## config.mk

```make
export PLATFORM = sky130hd
export DESIGN_NAME = ccisj_exec
export DESIGN_NICKNAME = d
export VERILOG_FILES = /design/src/rtl/ccisj_pkg.sv /design/src/rtl/ccisj_exec.sv
export SDC_FILE = /design/constraint.sdc
export NUM_CORES = 1
export LEC_CHECK = 0
export CAP_MARGIN = 20
export CORE_ASPECT_RATIO = 0.9
export CORE_MARGIN = 2
export CORE_UTILIZATION = 50
export DETAILED_ROUTE_END_ITERATION = 8
export DONT_BUFFER_PORTS = 1
export GPL_TIMING_DRIVEN = 0
export PLACE_DENSITY = 0.77
export SYNTH_ARGS = -nofsm -noshare
export SYNTH_HDL_FRONTEND = slang
export SYNTH_SLANG_ARGS = --single-unit
```

## constraint.sdc

```tcl
create_clock -name sys_clk -period 3.4 [get_ports sys_clk]
set_clock_uncertainty 0.05 [all_clocks]
set_input_delay 1.02 -clock sys_clk [delete_from_list [all_inputs] [get_ports sys_clk]]
set_output_delay 1.02 -clock sys_clk [all_outputs]
set_load 0.005 [all_outputs]
```

## src/rtl/ccisj_pkg.sv

```systemverilog
package ccisj_pkg;

  // Operation codes presented by the decode stage.
  typedef enum logic [2:0] {
    CCISJ_OP_NONE                = 3'h0,
    CCISJ_OP_CLEAR_FILE_REG      = 3'h1,
    CCISJ_OP_CLEAR_ACCUMULATOR   = 3'h2,
    CCISJ_OP_DECREMENT_REG       = 3'h3,
    CCISJ_OP_DECREMENT_SKIP_NULL = 3'h4,
    CCISJ_OP_INCREMENT_SKIP_NULL = 3'h5,
    CCISJ_OP_JUMP_ABSOLUTE       = 3'h6
  } ccisj_op_t;

  // Execute states, one-hot.
  typedef enum logic [1:0] {
    CCISJ_ST_EXEC  = 2'h1,
    CCISJ_ST_FLUSH = 2'h2
  } ccisj_state_t;

  localparam int          CCISJ_DATA_W      = 8;
  localparam int          CCISJ_ADDR_W      = 7;
  localparam int          CCISJ_PC_W        = 15;
  localparam int          CCISJ_JUMP_W      = 11;
  localparam int          CCISJ_LATCH_LO    = 3;
  localparam int          CCISJ_LATCH_HI    = 6;
  localparam logic [7:0]  CCISJ_ZERO_BYTE   = 8'h00;
  localparam logic [7:0]  CCISJ_ONE_BYTE    = 8'h01;
  localparam logic [6:0]  CCISJ_ADDR_RESET  = 7'h00;
  localparam logic [14:0] CCISJ_PC_RESET    = 15'h0000;

endpackage

```

## src/rtl/ccisj_exec.sv

```systemverilog
`timescale 1ns/10ps
// What this block does
// - Clear file register: write zero to addressed register, set zero flag only.
// - Clear accumulator: no operand, load zero into accumulator, set zero flag.
// - Decrement: result to accumulator if destination 0, else file register; zero flag.
// - Decrement-skip: decrement to destination, no flags; zero result skips next (two cycles).
// - Increment-skip: increment to destination, no flags; zero result skips next (two cycles).
// - Nonzero skip result continues with the next instruction, no extra cycle.
// - Jump copies its 11-bit operand into program counter bits 10 to 0.
// - Jump fills program counter bits 14 to 11 from page latch bits 6 to 3.
// - Jump always takes two cycles and leaves every status flag unchanged.
module ccisj_exec
  import ccisj_pkg::*;
(
  input  wire logic                      sys_clk,
  input  wire logic                      arst_n,
  input  wire logic                      instr_valid,
  input  wire logic [2:0]                instr_op,
  input  wire logic [CCISJ_ADDR_W-1:0]   file_addr,
  input  wire logic                      dest_sel,
  input  wire logic [CCISJ_JUMP_W-1:0]   jump_target,
  input  wire logic [CCISJ_DATA_W-1:0]   file_rdata,
  input  wire logic [CCISJ_DATA_W-1:0]   jump_page_latch,
  output logic                           file_we,
  output logic [CCISJ_ADDR_W-1:0]        file_waddr,
  output logic [CCISJ_DATA_W-1:0]        file_wdata,
  output logic                           acc_we,
  output logic [CCISJ_DATA_W-1:0]        acc_wdata,
  output logic                           zero_we,
  output logic                           zero_flag,
  output logic                           pc_load,
  output logic [CCISJ_PC_W-1:0]          pc_target,
  output logic                           flush_busy
);

  ccisj_state_t             state;
  ccisj_op_t                op;
  logic [CCISJ_DATA_W-1:0]  dec_val;
  logic [CCISJ_DATA_W-1:0]  inc_val;
  logic                     live;
  logic                     skip_now;

  // Timing overview. An instruction is taken at the rising edge at which
  // instr_valid is high and no flush is in progress. Every effect appears as a
  // registered strobe one cycle later: file_we, acc_we, zero_we or pc_load,
  // each high for exactly one cycle. The cycle that follows a taken jump, or a
  // skip whose result is zero, raises flush_busy and ignores whatever the
  // decode stage presents. Reset clears every strobe and leaves the block
  // ready to take an instruction at the first edge after release.
  // Data outputs can change between writes (file_waddr follows file_addr every cycle), so a consumer must
  // look at them only while the matching strobe is high.

  // True when an 8-bit result is zero; shared by the skip test and the zero flag.
  function automatic logic is_null_byte(input logic [CCISJ_DATA_W-1:0] value);
    return (value == CCISJ_ZERO_BYTE);
  endfunction

  // Builds the fifteen-bit jump destination from the page latch and the operand.
  function automatic logic [CCISJ_PC_W-1:0] jump_dest(
    input logic [CCISJ_DATA_W-1:0] page,
    input logic [CCISJ_JUMP_W-1:0] target
  );
    return {page[CCISJ_LATCH_HI:CCISJ_LATCH_LO], target};
  endfunction

  // Decode only in the execute state; a flushed slot must see no operation.
  // The decode stage keeps presenting words while the fetched successor of a
  // skip or jump is thrown away, so the valid bit alone cannot be trusted.
  // Codes 0 and 7 fall through every case below as a plain no-operation.
  // The adder and subtractor wrap at eight bits, which is what makes an
  // increment of all ones or a decrement of one land on zero.
  assign op       = ccisj_op_t'(instr_op);
  assign live     = instr_valid && (state == CCISJ_ST_EXEC);
  assign dec_val  = file_rdata - CCISJ_ONE_BYTE;
  assign inc_val  = file_rdata + CCISJ_ONE_BYTE;

  // Skip is taken only on a zero result; a nonzero result keeps the pipe flowing.
  // The decision uses the file word read in this same cycle, so the register
  // file must deliver file_rdata combinationally from file_addr.
  // A jump always costs the second cycle, whatever its target.
  always_comb begin
    skip_now = 1'b0;
    if (live) begin
      unique case (op)
        CCISJ_OP_DECREMENT_SKIP_NULL: skip_now = is_null_byte(dec_val);
        CCISJ_OP_INCREMENT_SKIP_NULL: skip_now = is_null_byte(inc_val);
        CCISJ_OP_JUMP_ABSOLUTE:       skip_now = 1'b1;
        default:                      skip_now = 1'b0;
      endcase
    end
  end

  // Second cycle of a skip or jump discards the already fetched word.
  // flush_busy mirrors the flush state one for one, so the core can hold its
  // fetch stage from a register rather than from decode logic.
  // Two taken skips cannot follow back to back: the word after a zero-result skip or a jump is never taken.
  always_ff @(posedge sys_clk or negedge arst_n) begin
    if (!arst_n) begin
      state      <= CCISJ_ST_EXEC;
      flush_busy <= 1'b0;
    end else begin
      unique case (state)
        CCISJ_ST_EXEC: begin
          if (skip_now) begin
            state      <= CCISJ_ST_FLUSH;
            flush_busy <= 1'b1;
          end else begin
            flush_busy <= 1'b0;
          end
        end
        CCISJ_ST_FLUSH: begin
          state      <= CCISJ_ST_EXEC;
          flush_busy <= 1'b0;
        end
        default: begin
          state      <= CCISJ_ST_EXEC;
          flush_busy <= 1'b0;
        end
      endcase
    end
  end

  // Data file and accumulator writes; the address is 7 bits by its port width.
  // The write address follows file_addr every cycle, which saves a mux; the
  // strobes alone decide whether anything is written.
  // Both data words are loaded for a destination-select op so the strobe that
  // fires always finds its value ready; the other word is simply not used.
  // Write data holds its value until an op loads it, whether or not its strobe fires.
  always_ff @(posedge sys_clk or negedge arst_n) begin
    if (!arst_n) begin
      file_we    <= 1'b0;
      file_waddr <= CCISJ_ADDR_RESET;
      file_wdata <= CCISJ_ZERO_BYTE;
      acc_we     <= 1'b0;
      acc_wdata  <= CCISJ_ZERO_BYTE;
    end else begin
      file_we    <= 1'b0;
      acc_we     <= 1'b0;
      file_waddr <= file_addr;
      if (live) begin
        unique case (op)
          CCISJ_OP_CLEAR_FILE_REG: begin
            file_we    <= 1'b1;
            file_wdata <= CCISJ_ZERO_BYTE;
          end
          CCISJ_OP_CLEAR_ACCUMULATOR: begin
            acc_we    <= 1'b1;
            acc_wdata <= CCISJ_ZERO_BYTE;
          end
          CCISJ_OP_DECREMENT_REG,
          CCISJ_OP_DECREMENT_SKIP_NULL: begin
            file_we    <= dest_sel;
            acc_we     <= !dest_sel;
            file_wdata <= dec_val;
            acc_wdata  <= dec_val;
          end
          CCISJ_OP_INCREMENT_SKIP_NULL: begin
            file_we    <= dest_sel;
            acc_we     <= !dest_sel;
            file_wdata <= inc_val;
            acc_wdata  <= inc_val;
          end
          default: begin
            file_we <= 1'b0;
          end
        endcase
      end
    end
  end

  // Only the two clears and the plain decrement touch the zero flag.
  // The skip forms and the jump leave status alone, so their slots keep
  // zero_we low and zero_flag at its old value.
  // zero_flag is only meaningful in the cycle in which zero_we is high.
  always_ff @(posedge sys_clk or negedge arst_n) begin
    if (!arst_n) begin
      zero_we   <= 1'b0;
      zero_flag <= 1'b0;
    end else begin
      zero_we <= 1'b0;
      if (live) begin
        unique case (op)
          CCISJ_OP_CLEAR_FILE_REG,
          CCISJ_OP_CLEAR_ACCUMULATOR: begin
            zero_we   <= 1'b1;
            zero_flag <= 1'b1;
          end
          CCISJ_OP_DECREMENT_REG: begin
            zero_we   <= 1'b1;
            zero_flag <= is_null_byte(dec_val);
          end
          default: begin
            zero_we <= 1'b0;
          end
        endcase
      end
    end
  end

  // Jump target: page bits come from latch bits 6 to 3, not just 4 to 3.
  // The latch is sampled in the taking cycle, so a latch update in that same
  // cycle is not seen by the jump; software must write the latch beforehand.
  // pc_target holds the last jump destination until the next jump.
  always_ff @(posedge sys_clk or negedge arst_n) begin
    if (!arst_n) begin
      pc_load   <= 1'b0;
      pc_target <= CCISJ_PC_RESET;
    end else begin
      pc_load <= 1'b0;
      if (live && op == CCISJ_OP_JUMP_ABSOLUTE) begin
        pc_load   <= 1'b1;
        pc_target <= jump_dest(jump_page_latch, jump_target);
      end
    end
  end

endmodule // ccisj_exec

```

### After elaboration in Yosys (flattened, before gate mapping)

Cells that the tools add are included.

* word-level logic and storage cells: 52
* bits in registers: 46
* input bits: 41

* reductions and logical operators: 15
* eq/ne operators: 8
* muxes and demuxes: 16
* $add $sub $neg: 2

Operator list (number)
* $pmux W8 S3: 2
* $logic_not A8 Y1: 2
* $eq A3 B3 Y1 const B: 3
* $add A8 B1 Y8 const B: 1
* $mux W1: 8
* $sub A8 B1 Y8 const B: 1
* $eq A3 B2 Y1 const B: 2
* $pmux W1 S2: 3
* $reduce_and A2 Y1: 3
* $reduce_bool A3 Y1: 2
* $reduce_or A3 Y1: 2
* $mux W2: 2
* $reduce_or A2 Y1: 2
* $eq A3 B1 Y1 const B: 1
* $pmux W1 S3: 1
* $eq A2 B1 Y1 const B: 1
* $logic_and A1 B1 Y1: 2
* $ne A2 B2 Y1 const B: 1
* $reduce_bool A2 Y1: 1
* $logic_not A1 Y1: 1

### Logic depth before layout (Yosys ltp)

* depth after elaboration: 6
* gate-level depth with buffers: 7
* depth with buffers taken out: 7

### Worst setup path before layout

Ideal clock, no wire load.

* path type: input to register
* start point: input file_rdata[1]
* end point: register state[0]
* setup slack: 0.810 ns
* arrival: 2.458 ns
* path buffers: 0
* required time: 3.268 ns
* stages on the path: 7
* cells stage by stage: inv_1 > ha_1 > or3b_4 > o31a_1 > nor4_2 > o21ai_2 > o31a_1

* word-level cells in the longest chain between the ends: 5

Ends and longest elaborated chain
* start: declaration: RTL line ccisj_exec.sv:22 `input wire logic [CCISJ_DATA_W-1:0] file_rdata,`
* $add A8 B1 Y8 or $sub A8 B1 Y8 (tied branches): RTL line ccisj_exec.sv:75, ccisj_exec.sv:74
* $logic_not A8 Y1: RTL line ccisj_exec.sv:55 `return (value == CCISJ_ZERO_BYTE);`
* $pmux W1 S3 (*): RTL line ccisj_exec.sv:84 `unique case (op)`
* $mux W1 (*): RTL line ccisj_exec.sv:83 `if (live) begin`
* $ne A2 B2 Y1 (no source line) (*)
* end signal: assignment: RTL line ccisj_exec.sv:99 `state <= CCISJ_ST_EXEC;`
* end signal: assignment: RTL line ccisj_exec.sv:105 `state <= CCISJ_ST_FLUSH;`
* end signal: assignment: RTL line ccisj_exec.sv:112 `state <= CCISJ_ST_EXEC;`
* end: declaration: RTL line ccisj_exec.sv:36 `ccisj_state_t state;`

Mark *: on every way between the ends. The rest lies on a longest branch, timed or not.
A chain may end at the register's enable or synchronous reset.

### Worst setup path in the final report

Same ends and word-level chain as after synthesis.

==> run metrics <==
final hold slack 0.360 ns; WS Path Type primary input to register; vias 1509; YS warnings 0; vias in the first global route 1397; All-Layer GR Usage 18.1%; critical path fanouts, max 6; Area Growth Syn to Fin 8.48%; DRC violations left 0; gpl congestion 0.896; CTS tree built; clock insertion delay at the later pin of the skew report 0.29 ns; Storage cell area 1150 sq um; VDD IR max roughly 0.31 mV; First-pass DRT Iterations 4; most frequent CP cell o31a_1; CTS Buf Count 5; CTS Buffer Depth 2; setup repair after global routing missed its margin false; maximum clock frequency 403 MHz; top_reg_cell synth dfrtp_1; dpl cells about 260; placed instance area 2290 sq um; row count 22; CP Launch Type primary input; DP Wirelength 3.28 mm; Num Clock Sinks 46; Worst-path clk slew 0.08 ns; fill count 342; Min-Delay Path Class primary input to async pin; Worst EP required 3.57 ns; Mapped Nets 240; Rel. slew slack 69.5%; Period Utilization, post-route about 73%; crit path cell chain inv_1 > ha_1 > or3b_4 > o31a_1 > nor4_2 > o21ai_2 > o31a_1; GRT overflow 0; Hold Buf Count CTS 0; Synth async-reset ratio 100%; max-slew violation count 0; Die Footprint 4980 sq um; Top Ports 85; actual slew at the worst max-slew pin ~0.46 ns; Buf/Inv on CP 1; sequential-to-total area share from yosys stat 52.1%; Worst Path Arrival between 2 and 3 ns; endpoints failing setup 0; Total Negative Setup Slacks 0 ns; largest net degree at the start of global routing 47; CTS H-Tree Depth 2; status completed; post-CTS setup buffers 0; Power per Cell Area 517 nW/um^2; Worst path top cell family by delay simple AND/OR/NAND/NOR gates; Post-DRT Antenna Nets 0; Yosys reg bits 46; Starting Density 53.3%; critical path's slowest cell or3b_4; Worst path max stage delay approximately 0.43 ns; DRT Wirelength roughly 4.4 mm; final hold viol count 0; initial antenna violation count 0; final worst path period need 2.48 ns; number of diodes 0; Die W 74.1 um; layout cells sized above 1 20.2%; Cell variety after synth 50; Synth Cell Area 2210 sq um; Avg Vias per Cell 5.74; die height ~67 um; input/output buffers 0; area of the multi-input gates 936 sq um; CTS Root Cell clkbuf_8; Max-Cap Viols 0; first-pass GRT wire length slightly below 7 mm; EDFF count, synth 0; post-route cell area 2400 sq um; Resized Gates After CTS 0; Placeable Area 4160 sq um; final net count 247; Crit. End Element register; Avg Cell Area, Syn 11.4 sq um; Mapped Cells 195; Initial DRC Count 90; Avg WL per Cell ~17 um; Layout Cells excl Fill between 200 and 300; Leakage 0.00110 uW
state kept, by name (all words and copies together) (netlist names):
| signal | count |
|---|---|
| acc_wdata | 8 |
| acc_we | 1 |
| file_waddr | 7 |
| file_wdata | 8 |
| file_we | 1 |
| flush_busy | 1 |
| pc_load | 1 |
| pc_target | 15 |
| state | 2 |
| zero_flag | 1 |
| zero_we | 1 |
worst register-to-register path, stage by stage, from the launching register on:
cell and delay, ns:
dfstp_2 0.53, nand3b_2 0.19, nor3_1 0.29, and2_1 0.17, buf_2 0.19, buf_4 0.21, mux2_2 0.35
final timing paths:
check | startpoint | end | slack (ns) | depth (start not counted)
max in group asynchronous | arst_n | state[0]$_DFFE_PN1P_ | 2.76 | 0
setup / recovery | file_rdata[1] | state[0]$_DFFE_PN1P_ | 0.92 | 7
min in group sys_clk | acc_wdata[6]$_DFFE_PN0P_ | acc_wdata[6]$_DFFE_PN0P_ | 0.46 | 1
hold reg to reg | acc_wdata[6]$_DFFE_PN0P_ | acc_wdata[6]$_DFFE_PN0P_ | 0.46 | 1
setup reg to reg | state[0]$_DFFE_PN1P_ | pc_target[13]$_DFFE_PN0P_ | 1.32 | 6
hold / removal | arst_n | pc_target[14]$_DFFE_PN0P_ | 0.36 | 0
per-layer routing:
layer	global-route usage [%]	part of all wire, %	vias up
met1	27.5	46	727
met5	0	0	-
met4	6.14	1.1	0
li1	-	-	710
met2	24.2	45	67
met3	5.30	7.9	5
cells in the final DEF (no fill, tap or decap), types with 3 or more instances in the layout:
| cell type | instances |
|---|---|
| nand2_1 | 8 |
| clkbuf_8 | 6 |
| dfrtp_1 | 45 |
| nand3_1 | 3 |
| xnor2_1 | 4 |
| ha_1 | 4 |
| o22ai_1 | 3 |
| nor3_1 | 10 |
| a21oi_1 | 6 |
| a21o_1 | 13 |
| a22oi_1 | 4 |
| inv_1 | 6 |
| nand2b_1 | 4 |
| nor2_1 | 12 |
| buf_6 | 4 |
| o21ai_0 | 4 |
| clkbuf_1 | 5 |
| mux2_2 | 15 |
final cells by class:
cell class,instances,share of cell area [%]
Sequential cell,46,48.0
Multi-Input combinational cell,129,39.0
Buffer,14,4.27
Tap cell,60,3.13
Clock buffer,5,2.87
Clock inverter,3,1.82
Inverter,6,0.938
cells in the mapped netlist, types with 5 or more instances:
library cell | n | area (sq um)
a21o_1 | 13 | 97.6
a21oi_1 | 6 | 30.0
clkbuf_1 | 5 | 18.8
dfrtp_1 | 45 | 1130
inv_1 | 6 | 22.5
mux2_2 | 15 | 169
nand2_1 | 8 | 30.0
nor2_1 | 12 | 45.0
nor3_1 | 10 | 50.1
cell families (layout without fill, tap and decap cells):
| kind of cell | count (synthesis) | in the layout | synth area share (%) |
|---|---|---|---|
| adder cells (fa/ha/maj) | 4 | 4 | 2.26 |
| XOR/XNOR | 6 | 6 | 2.37 |
| AND/OR/NAND/NOR | 56 | 56 | 14.2 |
| buffers and inverters | 20 | 28 | 5.65 |
| AO/OA/AOI/OAI | 48 | 48 | 15.8 |
| flip-flops | 46 | 46 | 52.1 |
| multiplexers | 15 | 15 | 7.63 |
where the power goes:
part | switching (uW) | internal (uW)
clock network | 178 | 220
registers | 60.8 | 628
logic | 70.7 | 83.4
total | 310 | 932
stage by stage:
stage	worst slack, ns	utilization (%)	power [uW]
detailed placement	0.629	55.1	857
floorplan	0.810	-	814
global placement	0.672	55.1	850
CTS	0.939	57.8	1260
global route	0.792	57.8	1300
finish	0.921	57.8	1240
Power figures use the tool's default switching activity.
